[config.mk]
export PLATFORM = sky130hd
export DESIGN_NAME = cpu_core_regs
export DESIGN_NICKNAME = d
export VERILOG_FILES = /design/src/rtl/core_regs_pkg.sv /design/src/rtl/code_bank_map.sv /design/src/rtl/cpu_core_regs.sv /design/src/rtl/odd_ones_detect.sv
export SDC_FILE = /design/constraint.sdc
export NUM_CORES = 1
export LEC_CHECK = 0
export BUFFER_PORTS_ARGS = -buffer_cell sky130_fd_sc_hd__clkbuf_2
export CAP_MARGIN = 20
export CORE_MARGIN = 2
export CORE_UTILIZATION = 33
export CTS_BUF_LIST = sky130_fd_sc_hd__clkbuf_8 sky130_fd_sc_hd__clkbuf_16
export CTS_CLUSTER_SIZE = 16
export DETAILED_ROUTE_END_ITERATION = 16
export HOLD_SLACK_MARGIN = 0.12
export PLACE_DENSITY = 0.67
export SYNTH_ARGS = -nofsm -noshare
export SYNTH_HDL_FRONTEND = slang
export SYNTH_HIERARCHICAL = 1
export SYNTH_SLANG_ARGS = --single-unit
[constraint.sdc]
create_clock -name core_clk -period 5.15 [get_ports core_clk]
set_input_delay 0.515 -clock core_clk [delete_from_list [all_inputs] [get_ports core_clk]]
set_output_delay 0.515 -clock core_clk [all_outputs]
set_load 0.005 [all_outputs]
[src/rtl/core_regs_pkg.sv]
package core_regs_pkg;

  // ------------------------------------------------
  // Register addresses, same on every page
  // ------------------------------------------------
  localparam logic [7:0] SP_ADDR = 8'h81;
  localparam logic [7:0] DPL_ADDR = 8'h82;
  localparam logic [7:0] DPH_ADDR = 8'h83;
  localparam logic [7:0] BANKSEL_ADDR = 8'h84;
  localparam logic [7:0] PSW_ADDR = 8'hd0;
  localparam logic [7:0] ACC_ADDR = 8'he0;
  localparam logic [7:0] B_ADDR = 8'hf0;

  // ------------------------------------------------
  // Reset values, masks and stack step
  // ------------------------------------------------
  localparam logic [7:0] SP_RST = 8'h07;
  localparam logic [7:0] ZERO_RST = 8'h00;
  localparam logic [7:0] BANKSEL_RST = 8'h11;
  localparam logic [7:0] BANKSEL_MASK = 8'h33;
  localparam logic [7:0] SP_STEP = 8'h01;

  // ------------------------------------------------
  // Field positions
  // ------------------------------------------------
  localparam int CY_BIT = 7;
  localparam int AC_BIT = 6;
  localparam int F0_BIT = 5;
  localparam int RS_HI = 4;
  localparam int RS_LO = 3;
  localparam int OV_BIT = 2;
  localparam int F1_BIT = 1;
  localparam int PAR_BIT = 0;
  localparam int CONST_HI = 5;
  localparam int CONST_LO = 4;
  localparam int FETCH_HI = 1;
  localparam int FETCH_LO = 0;
  localparam int UPPER_BIT = 15;

  // ------------------------------------------------
  // Flash size option
  // ------------------------------------------------
  localparam int FLASH_KB = 128;
  localparam int BANKED_MIN_KB = 64;
  localparam bit BANKED = FLASH_KB > BANKED_MIN_KB;
  localparam int FLASH_BYTES = FLASH_KB * 1024;
  localparam logic [16:0] LOCK_ADDR = 17'(FLASH_BYTES - 1);
  localparam logic [1:0] BANK_ZERO = 2'h0;

  // ------------------------------------------------
  // Carriers
  // ------------------------------------------------
  typedef struct packed {
    logic wr;
    logic [7:0] addr;
    logic [7:0] data;
  } sfr_write_t;

  typedef struct packed {
    logic wr;
    logic [7:0] addr;
    logic val;
  } bit_write_t;

  typedef struct packed {
    logic arith;
    logic cy;
    logic ac;
    logic ov_op;
    logic ov;
  } alu_flags_t;

  typedef struct packed {
    logic [16:0] addr;
    logic lock;
    logic rsvd;
  } flash_ref_t;

endpackage

[src/rtl/code_bank_map.sv]
`timescale 1ns/1ps
module code_bank_map (
  input wire logic [15:0] cpu_addr,
  input wire logic [1:0] bank,
  output core_regs_pkg::flash_ref_t ref_out
);
  import core_regs_pkg::*;

  logic [1:0] eff_bank;
  logic [16:0] flat;

  // Lower window is always bank 0; upper follows the field
  always_comb begin
    eff_bank = BANK_ZERO;
    if (BANKED && cpu_addr[UPPER_BIT]) begin
      eff_bank = bank;
    end
    if (BANKED) begin
      flat = {eff_bank, cpu_addr[14:0]};
    end else begin
      flat = {1'b0, cpu_addr};
    end
  end

  // One driver for the whole carrier
  assign ref_out = {flat, flat == LOCK_ADDR, flat > LOCK_ADDR};
endmodule

[src/rtl/cpu_core_regs.sv]
`timescale 1ns/1ps
module cpu_core_regs (
  input wire logic core_clk,
  input wire logic sys_rst,
  input wire core_regs_pkg::sfr_write_t sfr_wr,
  input wire core_regs_pkg::bit_write_t bit_wr,
  input wire logic sfr_rd,
  input wire logic [7:0] sfr_rd_addr,
  output logic [7:0] sfr_rdata,
  output logic sfr_hit,
  input wire logic push_op,
  input wire logic pop_op,
  input wire logic acc_load,
  input wire logic [7:0] acc_value,
  input wire logic ptr_load,
  input wire logic [15:0] ptr_value,
  input wire core_regs_pkg::alu_flags_t alu_flags,
  input wire logic [15:0] exec_pc,
  input wire logic [15:0] const_addr,
  output core_regs_pkg::flash_ref_t fetch_ref,
  output core_regs_pkg::flash_ref_t const_ref,
  output logic [15:0] indirect_pointer,
  output logic [7:0] stack_top_pointer,
  output logic [7:0] arith_primary_reg,
  output logic [7:0] second_operand_register,
  output logic [7:0] program_status_word,
  output logic [4:0] reg_bank_base,
  output logic [7:0] code_bank_select_reg
);
  import core_regs_pkg::*;

  // ------------------------------------------------
  // Helpers
  // ------------------------------------------------
  // Byte write, then single-bit write for registers
  // on an 8-aligned address
  function automatic logic [7:0] merge(
    input logic [7:0] old,
    input logic [7:0] base,
    input sfr_write_t w,
    input bit_write_t bw
  );
    logic [7:0] v;
    v = old;
    if (w.wr && w.addr == base) begin
      v = w.data;
    end
    if (bw.wr && base[2:0] == 3'h0 &&
        bw.addr[7:3] == base[7:3]) begin
      v[bw.addr[2:0]] = bw.val;
    end
    return v;
  endfunction

  function automatic logic hits(
    input logic [7:0] base,
    input sfr_write_t w,
    input bit_write_t bw
  );
    return (w.wr && w.addr == base) ||
           (bw.wr && bw.addr[7:3] == base[7:3]);
  endfunction

  // ------------------------------------------------
  // Storage
  // ------------------------------------------------
  logic [7:0] pointer_low_byte;
  logic [7:0] pointer_high_byte;
  logic [7:0] status_store;
  logic [7:0] next_status;
  logic [7:0] next_banksel;
  logic [1:0] fetch_bank_sel;
  logic [1:0] const_bank_sel;
  logic odd_ones;
  logic in_bank0;
  logic [7:0] next_rdata;
  logic next_hit;

  // ------------------------------------------------
  // Indirect pointer
  // ------------------------------------------------
  // Whole-word load from the core beats byte writes
  always_ff @(posedge core_clk or posedge sys_rst) begin
    if (sys_rst) begin
      pointer_low_byte <= ZERO_RST;
      pointer_high_byte <= ZERO_RST;
    end else if (ptr_load) begin
      pointer_low_byte <= ptr_value[7:0];
      pointer_high_byte <= ptr_value[15:8];
    end else begin
      pointer_low_byte <= merge(pointer_low_byte, DPL_ADDR,
                                sfr_wr, bit_wr);
      pointer_high_byte <= merge(pointer_high_byte, DPH_ADDR,
                                 sfr_wr, bit_wr);
    end
  end

  // Data moves use the pointer as a data-space address
  assign indirect_pointer = {pointer_high_byte,
                             pointer_low_byte};

  // ------------------------------------------------
  // Stack pointer
  // ------------------------------------------------
  // Push and pop win over a software write in the same
  // cycle; the core never issues both together
  always_ff @(posedge core_clk or posedge sys_rst) begin
    if (sys_rst) begin
      stack_top_pointer <= SP_RST;
    end else if (push_op) begin
      // Caller stores at the new value next cycle
      stack_top_pointer <= stack_top_pointer + SP_STEP;
    end else if (pop_op) begin
      stack_top_pointer <= stack_top_pointer - SP_STEP;
    end else begin
      stack_top_pointer <= merge(stack_top_pointer, SP_ADDR,
                                 sfr_wr, bit_wr);
    end
  end

  // ------------------------------------------------
  // Accumulator and second register
  // ------------------------------------------------
  always_ff @(posedge core_clk or posedge sys_rst) begin
    if (sys_rst) begin
      arith_primary_reg <= ZERO_RST;
    end else if (acc_load) begin
      arith_primary_reg <= acc_value;
    end else begin
      arith_primary_reg <= merge(arith_primary_reg, ACC_ADDR,
                                 sfr_wr, bit_wr);
    end
  end

  always_ff @(posedge core_clk or posedge sys_rst) begin
    if (sys_rst) begin
      second_operand_register <= ZERO_RST;
    end else begin
      second_operand_register <= merge(second_operand_register,
                                       B_ADDR, sfr_wr,
                                       bit_wr);
    end
  end

  odd_ones_detect u_odd (
    .value(arith_primary_reg),
    .odd(odd_ones)
  );

  // ------------------------------------------------
  // Program status word
  // ------------------------------------------------
  // Arithmetic results win over a software write so a
  // flag event is never lost
  always_comb begin
    next_status = merge(status_store, PSW_ADDR, sfr_wr, bit_wr);
    if (alu_flags.arith) begin
      next_status[CY_BIT] = alu_flags.cy;
      next_status[AC_BIT] = alu_flags.ac;
    end
    if (alu_flags.ov_op) begin
      // Set or cleared by the operation's own result
      next_status[OV_BIT] = alu_flags.ov;
    end
    next_status[PAR_BIT] = 1'b0;
  end

  // User flags only move through the merge above
  always_ff @(posedge core_clk or posedge sys_rst) begin
    if (sys_rst) begin
      status_store <= ZERO_RST;
    end else begin
      status_store <= next_status;
    end
  end

  // Stored bit 0 is unused; read side shows the gates
  always_comb begin
    program_status_word = status_store;
    program_status_word[PAR_BIT] = odd_ones;
  end

  assign reg_bank_base = {status_store[RS_HI:RS_LO],
                          3'h0};

  // ------------------------------------------------
  // Code bank select
  // ------------------------------------------------
  // Running from bank 0 means lower window, or upper
  // window while the fetch field names bank 0
  assign in_bank0 = !exec_pc[UPPER_BIT] ||
                    fetch_bank_sel == BANK_ZERO;

  always_comb begin
    next_banksel = merge(code_bank_select_reg, BANKSEL_ADDR,
                         sfr_wr, bit_wr) & BANKSEL_MASK;
    if (!in_bank0) begin
      next_banksel[FETCH_HI:FETCH_LO] = fetch_bank_sel;
    end
  end

  always_ff @(posedge core_clk or posedge sys_rst) begin
    if (sys_rst) begin
      code_bank_select_reg <= BANKSEL_RST;
    end else begin
      code_bank_select_reg <= next_banksel;
    end
  end

  assign fetch_bank_sel =
    code_bank_select_reg[FETCH_HI:FETCH_LO];
  assign const_bank_sel =
    code_bank_select_reg[CONST_HI:CONST_LO];

  // ------------------------------------------------
  // Flash address mapping
  // ------------------------------------------------
  // Two mappers: fetches and constant reads may sit in
  // different upper banks at once
  code_bank_map u_fetch_map (
    .cpu_addr(exec_pc),
    .bank(fetch_bank_sel),
    .ref_out(fetch_ref)
  );

  // PC-relative code loads arrive here too, so they
  // follow the constant field, not the fetch field
  code_bank_map u_const_map (
    .cpu_addr(const_addr),
    .bank(const_bank_sel),
    .ref_out(const_ref)
  );

  // ------------------------------------------------
  // Register read port
  // ------------------------------------------------
  // No page input: these addresses decode on all pages
  always_comb begin
    next_hit = 1'b1;
    case (sfr_rd_addr)
      SP_ADDR: next_rdata = stack_top_pointer;
      DPL_ADDR: next_rdata = pointer_low_byte;
      DPH_ADDR: next_rdata = pointer_high_byte;
      BANKSEL_ADDR: next_rdata = code_bank_select_reg;
      PSW_ADDR: next_rdata = program_status_word;
      ACC_ADDR: next_rdata = arith_primary_reg;
      B_ADDR: next_rdata = second_operand_register;
      default: begin
        next_rdata = ZERO_RST;
        next_hit = 1'b0;
      end
    endcase
  end

  always_ff @(posedge core_clk or posedge sys_rst) begin
    if (sys_rst) begin
      sfr_rdata <= ZERO_RST;
      sfr_hit <= 1'b0;
    end else if (sfr_rd) begin
      sfr_rdata <= next_rdata;
      sfr_hit <= next_hit;
    end else begin
      sfr_hit <= 1'b0;
    end
  end

  logic psw_touched;
  assign psw_touched = hits(PSW_ADDR, sfr_wr, bit_wr);
endmodule

[src/rtl/odd_ones_detect.sv]
`timescale 1ns/1ps
module odd_ones_detect (
  input wire logic [7:0] value,
  output logic odd
);
  // Pure gates so the flag tracks the value with no lag
  assign odd = ^value;
endmodule
==> run_summary.xml <==
<?xml version="1.0" encoding="UTF-8"?>
<metrics>
  <group name="route">
    <metric name="detail_route.drc_violations" unit="">0</metric>
    <metric name="drt-pass1-iter-count" unit="">4</metric>
    <metric name="num_vias" unit="">4379</metric>
    <metric name="post_drt_via_cell_ratio" unit="">5.29</metric>
    <metric name="drt-wirelength-per-cell" unit="um">19.1</metric>
    <metric name="postRouteAntennaNets" unit="">0</metric>
    <metric name="detail_route.wirelength" unit="um">15800</metric>
    <metric name="drt_iter0_drc" unit="">337</metric>
  </group>
  <group name="timing">
    <metric name="finalSetupTns" unit="ns">0</metric>
    <metric name="fmax" unit="MHz">477</metric>
    <metric name="report.final.slew_viol_count" unit="">0</metric>
    <metric name="worst_pin_slew" unit="ns">0.924</metric>
    <metric name="finalWorstPathRequiredPeriod" unit="ns">2.10</metric>
    <metric name="hold_slack" unit="ns">0.380</metric>
    <metric name="rsz0062_at_grt" unit="">no</metric>
    <metric name="setup_viol_count_final" unit="">0</metric>
    <metric name="final_hold_viol_count" unit="">0</metric>
    <metric name="timing.final.ws_setup" unit="ns">3.05</metric>
    <metric name="timing.clock.skew" unit="ns">0.00859</metric>
    <metric name="max_slew_headroom" unit="%">37.7</metric>
    <metric name="timing.final.crit_share" unit="%">40.7</metric>
  </group>
  <group name="setup_path">
    <metric name="ff2ff_setup_slack" unit="ns">3.24</metric>
    <metric name="cp_capture_type" unit="">register</metric>
    <metric name="cp-start-kind" unit="">input pin</metric>
    <metric name="path_max_fanout" unit="">11</metric>
    <metric name="critical_path.max_stage_delay" unit="ns">0.81</metric>
    <metric name="critical_path.cell_chain" unit="">clkbuf_2, or3_4, o41ai_2, nand3_1, a22o_1</metric>
    <metric name="setup.worst_path.class" unit="">input pin to register</metric>
    <metric name="required_arrival_time_at_the_worst_endpoint" unit="ns">5.37</metric>
    <metric name="crit_slowest_cell" unit="">sky130_fd_sc_hd__o41ai_2</metric>
    <metric name="timing.critical_path.arrival" unit="ns">2.32</metric>
  </group>
  <group name="floorplan">
    <metric name="initial_utilization" unit="%">33.8</metric>
    <metric name="core-area" unit="um^2">13800</metric>
    <metric name="die_w" unit="um">123</metric>
    <metric name="design.portCount" unit="">211</metric>
    <metric name="placement_row_count" unit="">43</metric>
    <metric name="fp.dieH" unit="um">123</metric>
    <metric name="design.die.area" unit="um^2">15100</metric>
  </group>
  <group name="pwr">
    <metric name="power_density" unit="nW/um^2">304</metric>
    <metric name="p_clk_share" unit="%">39.0</metric>
    <metric name="internal-power" unit="mW">1.24</metric>
    <metric name="switching_share" unit="%">30.1</metric>
    <metric name="combinationalPowerShare" unit="%">24.8</metric>
    <metric name="report.power.total" unit="mW">1.77</metric>
    <metric name="static_leakage" unit="nW">2.71</metric>
    <metric name="power.ir.vdd_worst" unit="mV">0.155</metric>
    <metric name="p_switching" unit="uW">534</metric>
    <metric name="share_seq_of_total_power" unit="%">36.2</metric>
  </group>
  <group name="clocking">
    <metric name="clock_pin_slew_of_the_registers_on_the_worst_case_setup_and_hold_paths" unit="ns">0.05</metric>
    <metric name="cts.path.max_buffers" unit="">2</metric>
    <metric name="clock_insertion_delay_worst_skew" unit="ns">0.34</metric>
    <metric name="cts_hold_buf" unit="">0</metric>
    <metric name="postCtsResizedCells" unit="">0</metric>
    <metric name="cts.root.buffer_cell" unit="">sky130_fd_sc_hd__clkbuf_16</metric>
    <metric name="clock_sink_count" unit="">60</metric>
    <metric name="numCtsBuffers" unit="">9</metric>
    <metric name="cts_tree" unit="">yes</metric>
    <metric name="cts-htree-levels" unit="">3</metric>
    <metric name="post_cts_buffers" unit="">0</metric>
  </group>
  <group name="place">
    <metric name="placement.cell_area" unit="um^2">5480</metric>
    <metric name="place_inst" unit="">812</metric>
    <metric name="half_perimeter_wire_length_after_placement" unit="um">12100</metric>
    <metric name="finalWeightedCongestion" unit="">0.950</metric>
    <metric name="preCtsSetupSlack" unit="ns">2.75</metric>
    <metric name="portBuffers" unit="">201</metric>
  </group>
  <group name="finish">
    <metric name="fin_nets" unit="">749</metric>
    <metric name="post_layout_nonfiller_instances" unit="">828</metric>
    <metric name="layout_commonest_cell" unit="">sky130_fd_sc_hd__clkbuf_2</metric>
    <metric name="most-common-layout-cells" unit="">sky130_fd_sc_hd__clkbuf_2, sky130_fd_sc_hd__mux2_2, sky130_fd_sc_hd__dfrtp_1</metric>
    <metric name="final_layout_size_suffix_gt1_share" unit="%">47.8</metric>
    <metric name="final.fill_count" unit="">1409</metric>
    <metric name="post-route-cell-area" unit="um^2">5820</metric>
    <metric name="layout.core_utilization" unit="%">42.1</metric>
    <metric name="syn2layout_area_growth" unit="%">24.8</metric>
    <metric name="diodes" unit="">0</metric>
  </group>
  <group name="grt">
    <metric name="gr-usage-all-layers" unit="%">21.4</metric>
    <metric name="grt_antenna_before_repair" unit="">1</metric>
    <metric name="wire_length_of_the_first_global_routing_pass" unit="um">23900</metric>
    <metric name="global_route.overflow_total" unit="">0</metric>
    <metric name="grt_start_max_net_pins" unit="">61</metric>
    <metric name="grt_pass1_vias" unit="">4127</metric>
  </group>
  <group name="synth">
    <metric name="seq_area_frac_synth" unit="%">32.3</metric>
    <metric name="synth-edff-count" unit="">0</metric>
    <metric name="synthesis.yosys.warnings" unit="">6</metric>
    <metric name="flops_latches_synth" unit="">60</metric>
    <metric name="predominant_post_synthesis_flop_cell" unit="">sky130_fd_sc_hd__dfrtp_1</metric>
    <metric name="mappedNetlistArea" unit="um^2">4670</metric>
    <metric name="synth_cell_types" unit="">65</metric>
    <metric name="async_reset_ff_share" unit="%">100</metric>
    <metric name="synth_cells" unit="">496</metric>
    <metric name="synth.avg_cell_area" unit="um^2">9.41</metric>
  </group>
  <group name="flow_run">
    <metric name="max-cap-violations" unit="">0</metric>
  </group>
  <group name="min_path">
    <metric name="min_path_type" unit="">input pin to register</metric>
  </group>
  <group name="outcome">
    <metric name="outcome" unit="">completed</metric>
  </group>
</metrics>
cell type report:
| cell class | instances | area (um^2) | share of cell area [%] |
|---|---|---|---|
| clock buffers | 10 | 239 | 4.10 |
| clock inverters | 5 | 100 | 1.72 |
| inverters | 19 | 71.3 | 1.22 |
| multi-input cells | 351 | 2660 | 45.7 |
| flip-flops and latches | 60 | 1510 | 25.9 |
| well taps | 180 | 225 | 3.87 |
| repair buffers | 203 | 1020 | 17.5 |
cells in the mapped netlist, types with 4 or more instances:
cell | n | area, um^2
sky130_fd_sc_hd__a211oi_1 | 4 | 30.0
sky130_fd_sc_hd__a21oi_1 | 11 | 55.1
sky130_fd_sc_hd__a221o_1 | 4 | 40.0
sky130_fd_sc_hd__a22o_1 | 15 | 131
sky130_fd_sc_hd__a22oi_1 | 8 | 60.1
sky130_fd_sc_hd__a31oi_1 | 10 | 62.6
sky130_fd_sc_hd__and2_1 | 4 | 25.0
sky130_fd_sc_hd__buf_2 | 5 | 25.0
sky130_fd_sc_hd__buf_4 | 42 | 315
sky130_fd_sc_hd__clkbuf_1 | 21 | 78.8
sky130_fd_sc_hd__dfrtp_1 | 55 | 1380
sky130_fd_sc_hd__dfstp_2 | 5 | 131
sky130_fd_sc_hd__inv_1 | 19 | 71.3
sky130_fd_sc_hd__mux2_2 | 67 | 754
sky130_fd_sc_hd__mux2i_1 | 10 | 100
sky130_fd_sc_hd__nand2_1 | 20 | 75.1
sky130_fd_sc_hd__nand2b_1 | 13 | 81.3
sky130_fd_sc_hd__nand3_1 | 4 | 20.0
sky130_fd_sc_hd__nand4_1 | 8 | 50.1
sky130_fd_sc_hd__nor2_1 | 28 | 105
sky130_fd_sc_hd__nor2b_1 | 8 | 50.1
sky130_fd_sc_hd__nor3_1 | 23 | 115
sky130_fd_sc_hd__nor4bb_1 | 4 | 40.0
sky130_fd_sc_hd__o21ai_0 | 11 | 55.1
sky130_fd_sc_hd__o22ai_1 | 10 | 62.6
sky130_fd_sc_hd__o41ai_1 | 8 | 70.1
sky130_fd_sc_hd__or3_1 | 6 | 37.5
sky130_fd_sc_hd__or3b_2 | 4 | 35.0
sky130_fd_sc_hd__xnor2_1 | 6 | 52.6
path summary, 6_finish.rpt:
kind	from	endpoint	cells after the start
worst min register to register	sfr_rdata[3]	sfr_rdata[3]	2
min in group asynchronous	sys_rst	pointer_high_byte[4]	3
worst min-delay path	alu_flags[2]	status_store[6]	3
max in group asynchronous	sys_rst	second_operand_register[3]	3
worst max-delay path	sfr_wr[12]	stack_top_pointer[7]	5
worst max register to register	arith_primary_reg[3]	sfr_rdata[0]	7
kinds of logic after synthesis:
group,after synthesis,share of synthesized area (%)
simple gates,158,20.6
compound gates,96,15.0
buf+inv,91,11.1
mux,79,18.9
flops,60,32.3
xor+xnor,7,1.31
other cells,3,0.241
fa+ha+maj,2,0.536
power groups by stage:
stage,clock (mW),sequential [mW],combinational (mW)
after floorplan,0,0.596,0.304
after global placement,0,0.649,0.435
after detailed placement,0,0.647,0.439
after CTS,0.707,0.639,0.441
after global routing,0.730,0.652,0.489
final,0.691,0.641,0.439
metal layers:
layer / vias to the layer above / global-route usage [%] / share of wire (%) / wire, um
met3: 13 / 4.57 / 7.0 / 1110
li1: 2106 / - / - / -
met2: 148 / 31.7 / 46 / 7320
met1: 2112 / 30.6 / 45 / 7170
met4: 0 / 7.54 / 1.4 / 229
met5: - / 0 / 0 / 0
critical path, delay by kind of cell:
| kind | cells | cell delay [ns] |
|---|---|---|
| compound gates | 2 | 1.09 |
| buf+inv | 1 | 0.15 |
| simple gates | 2 | 0.56 |
No activity file was read; power rests on OpenSTA's default activity.
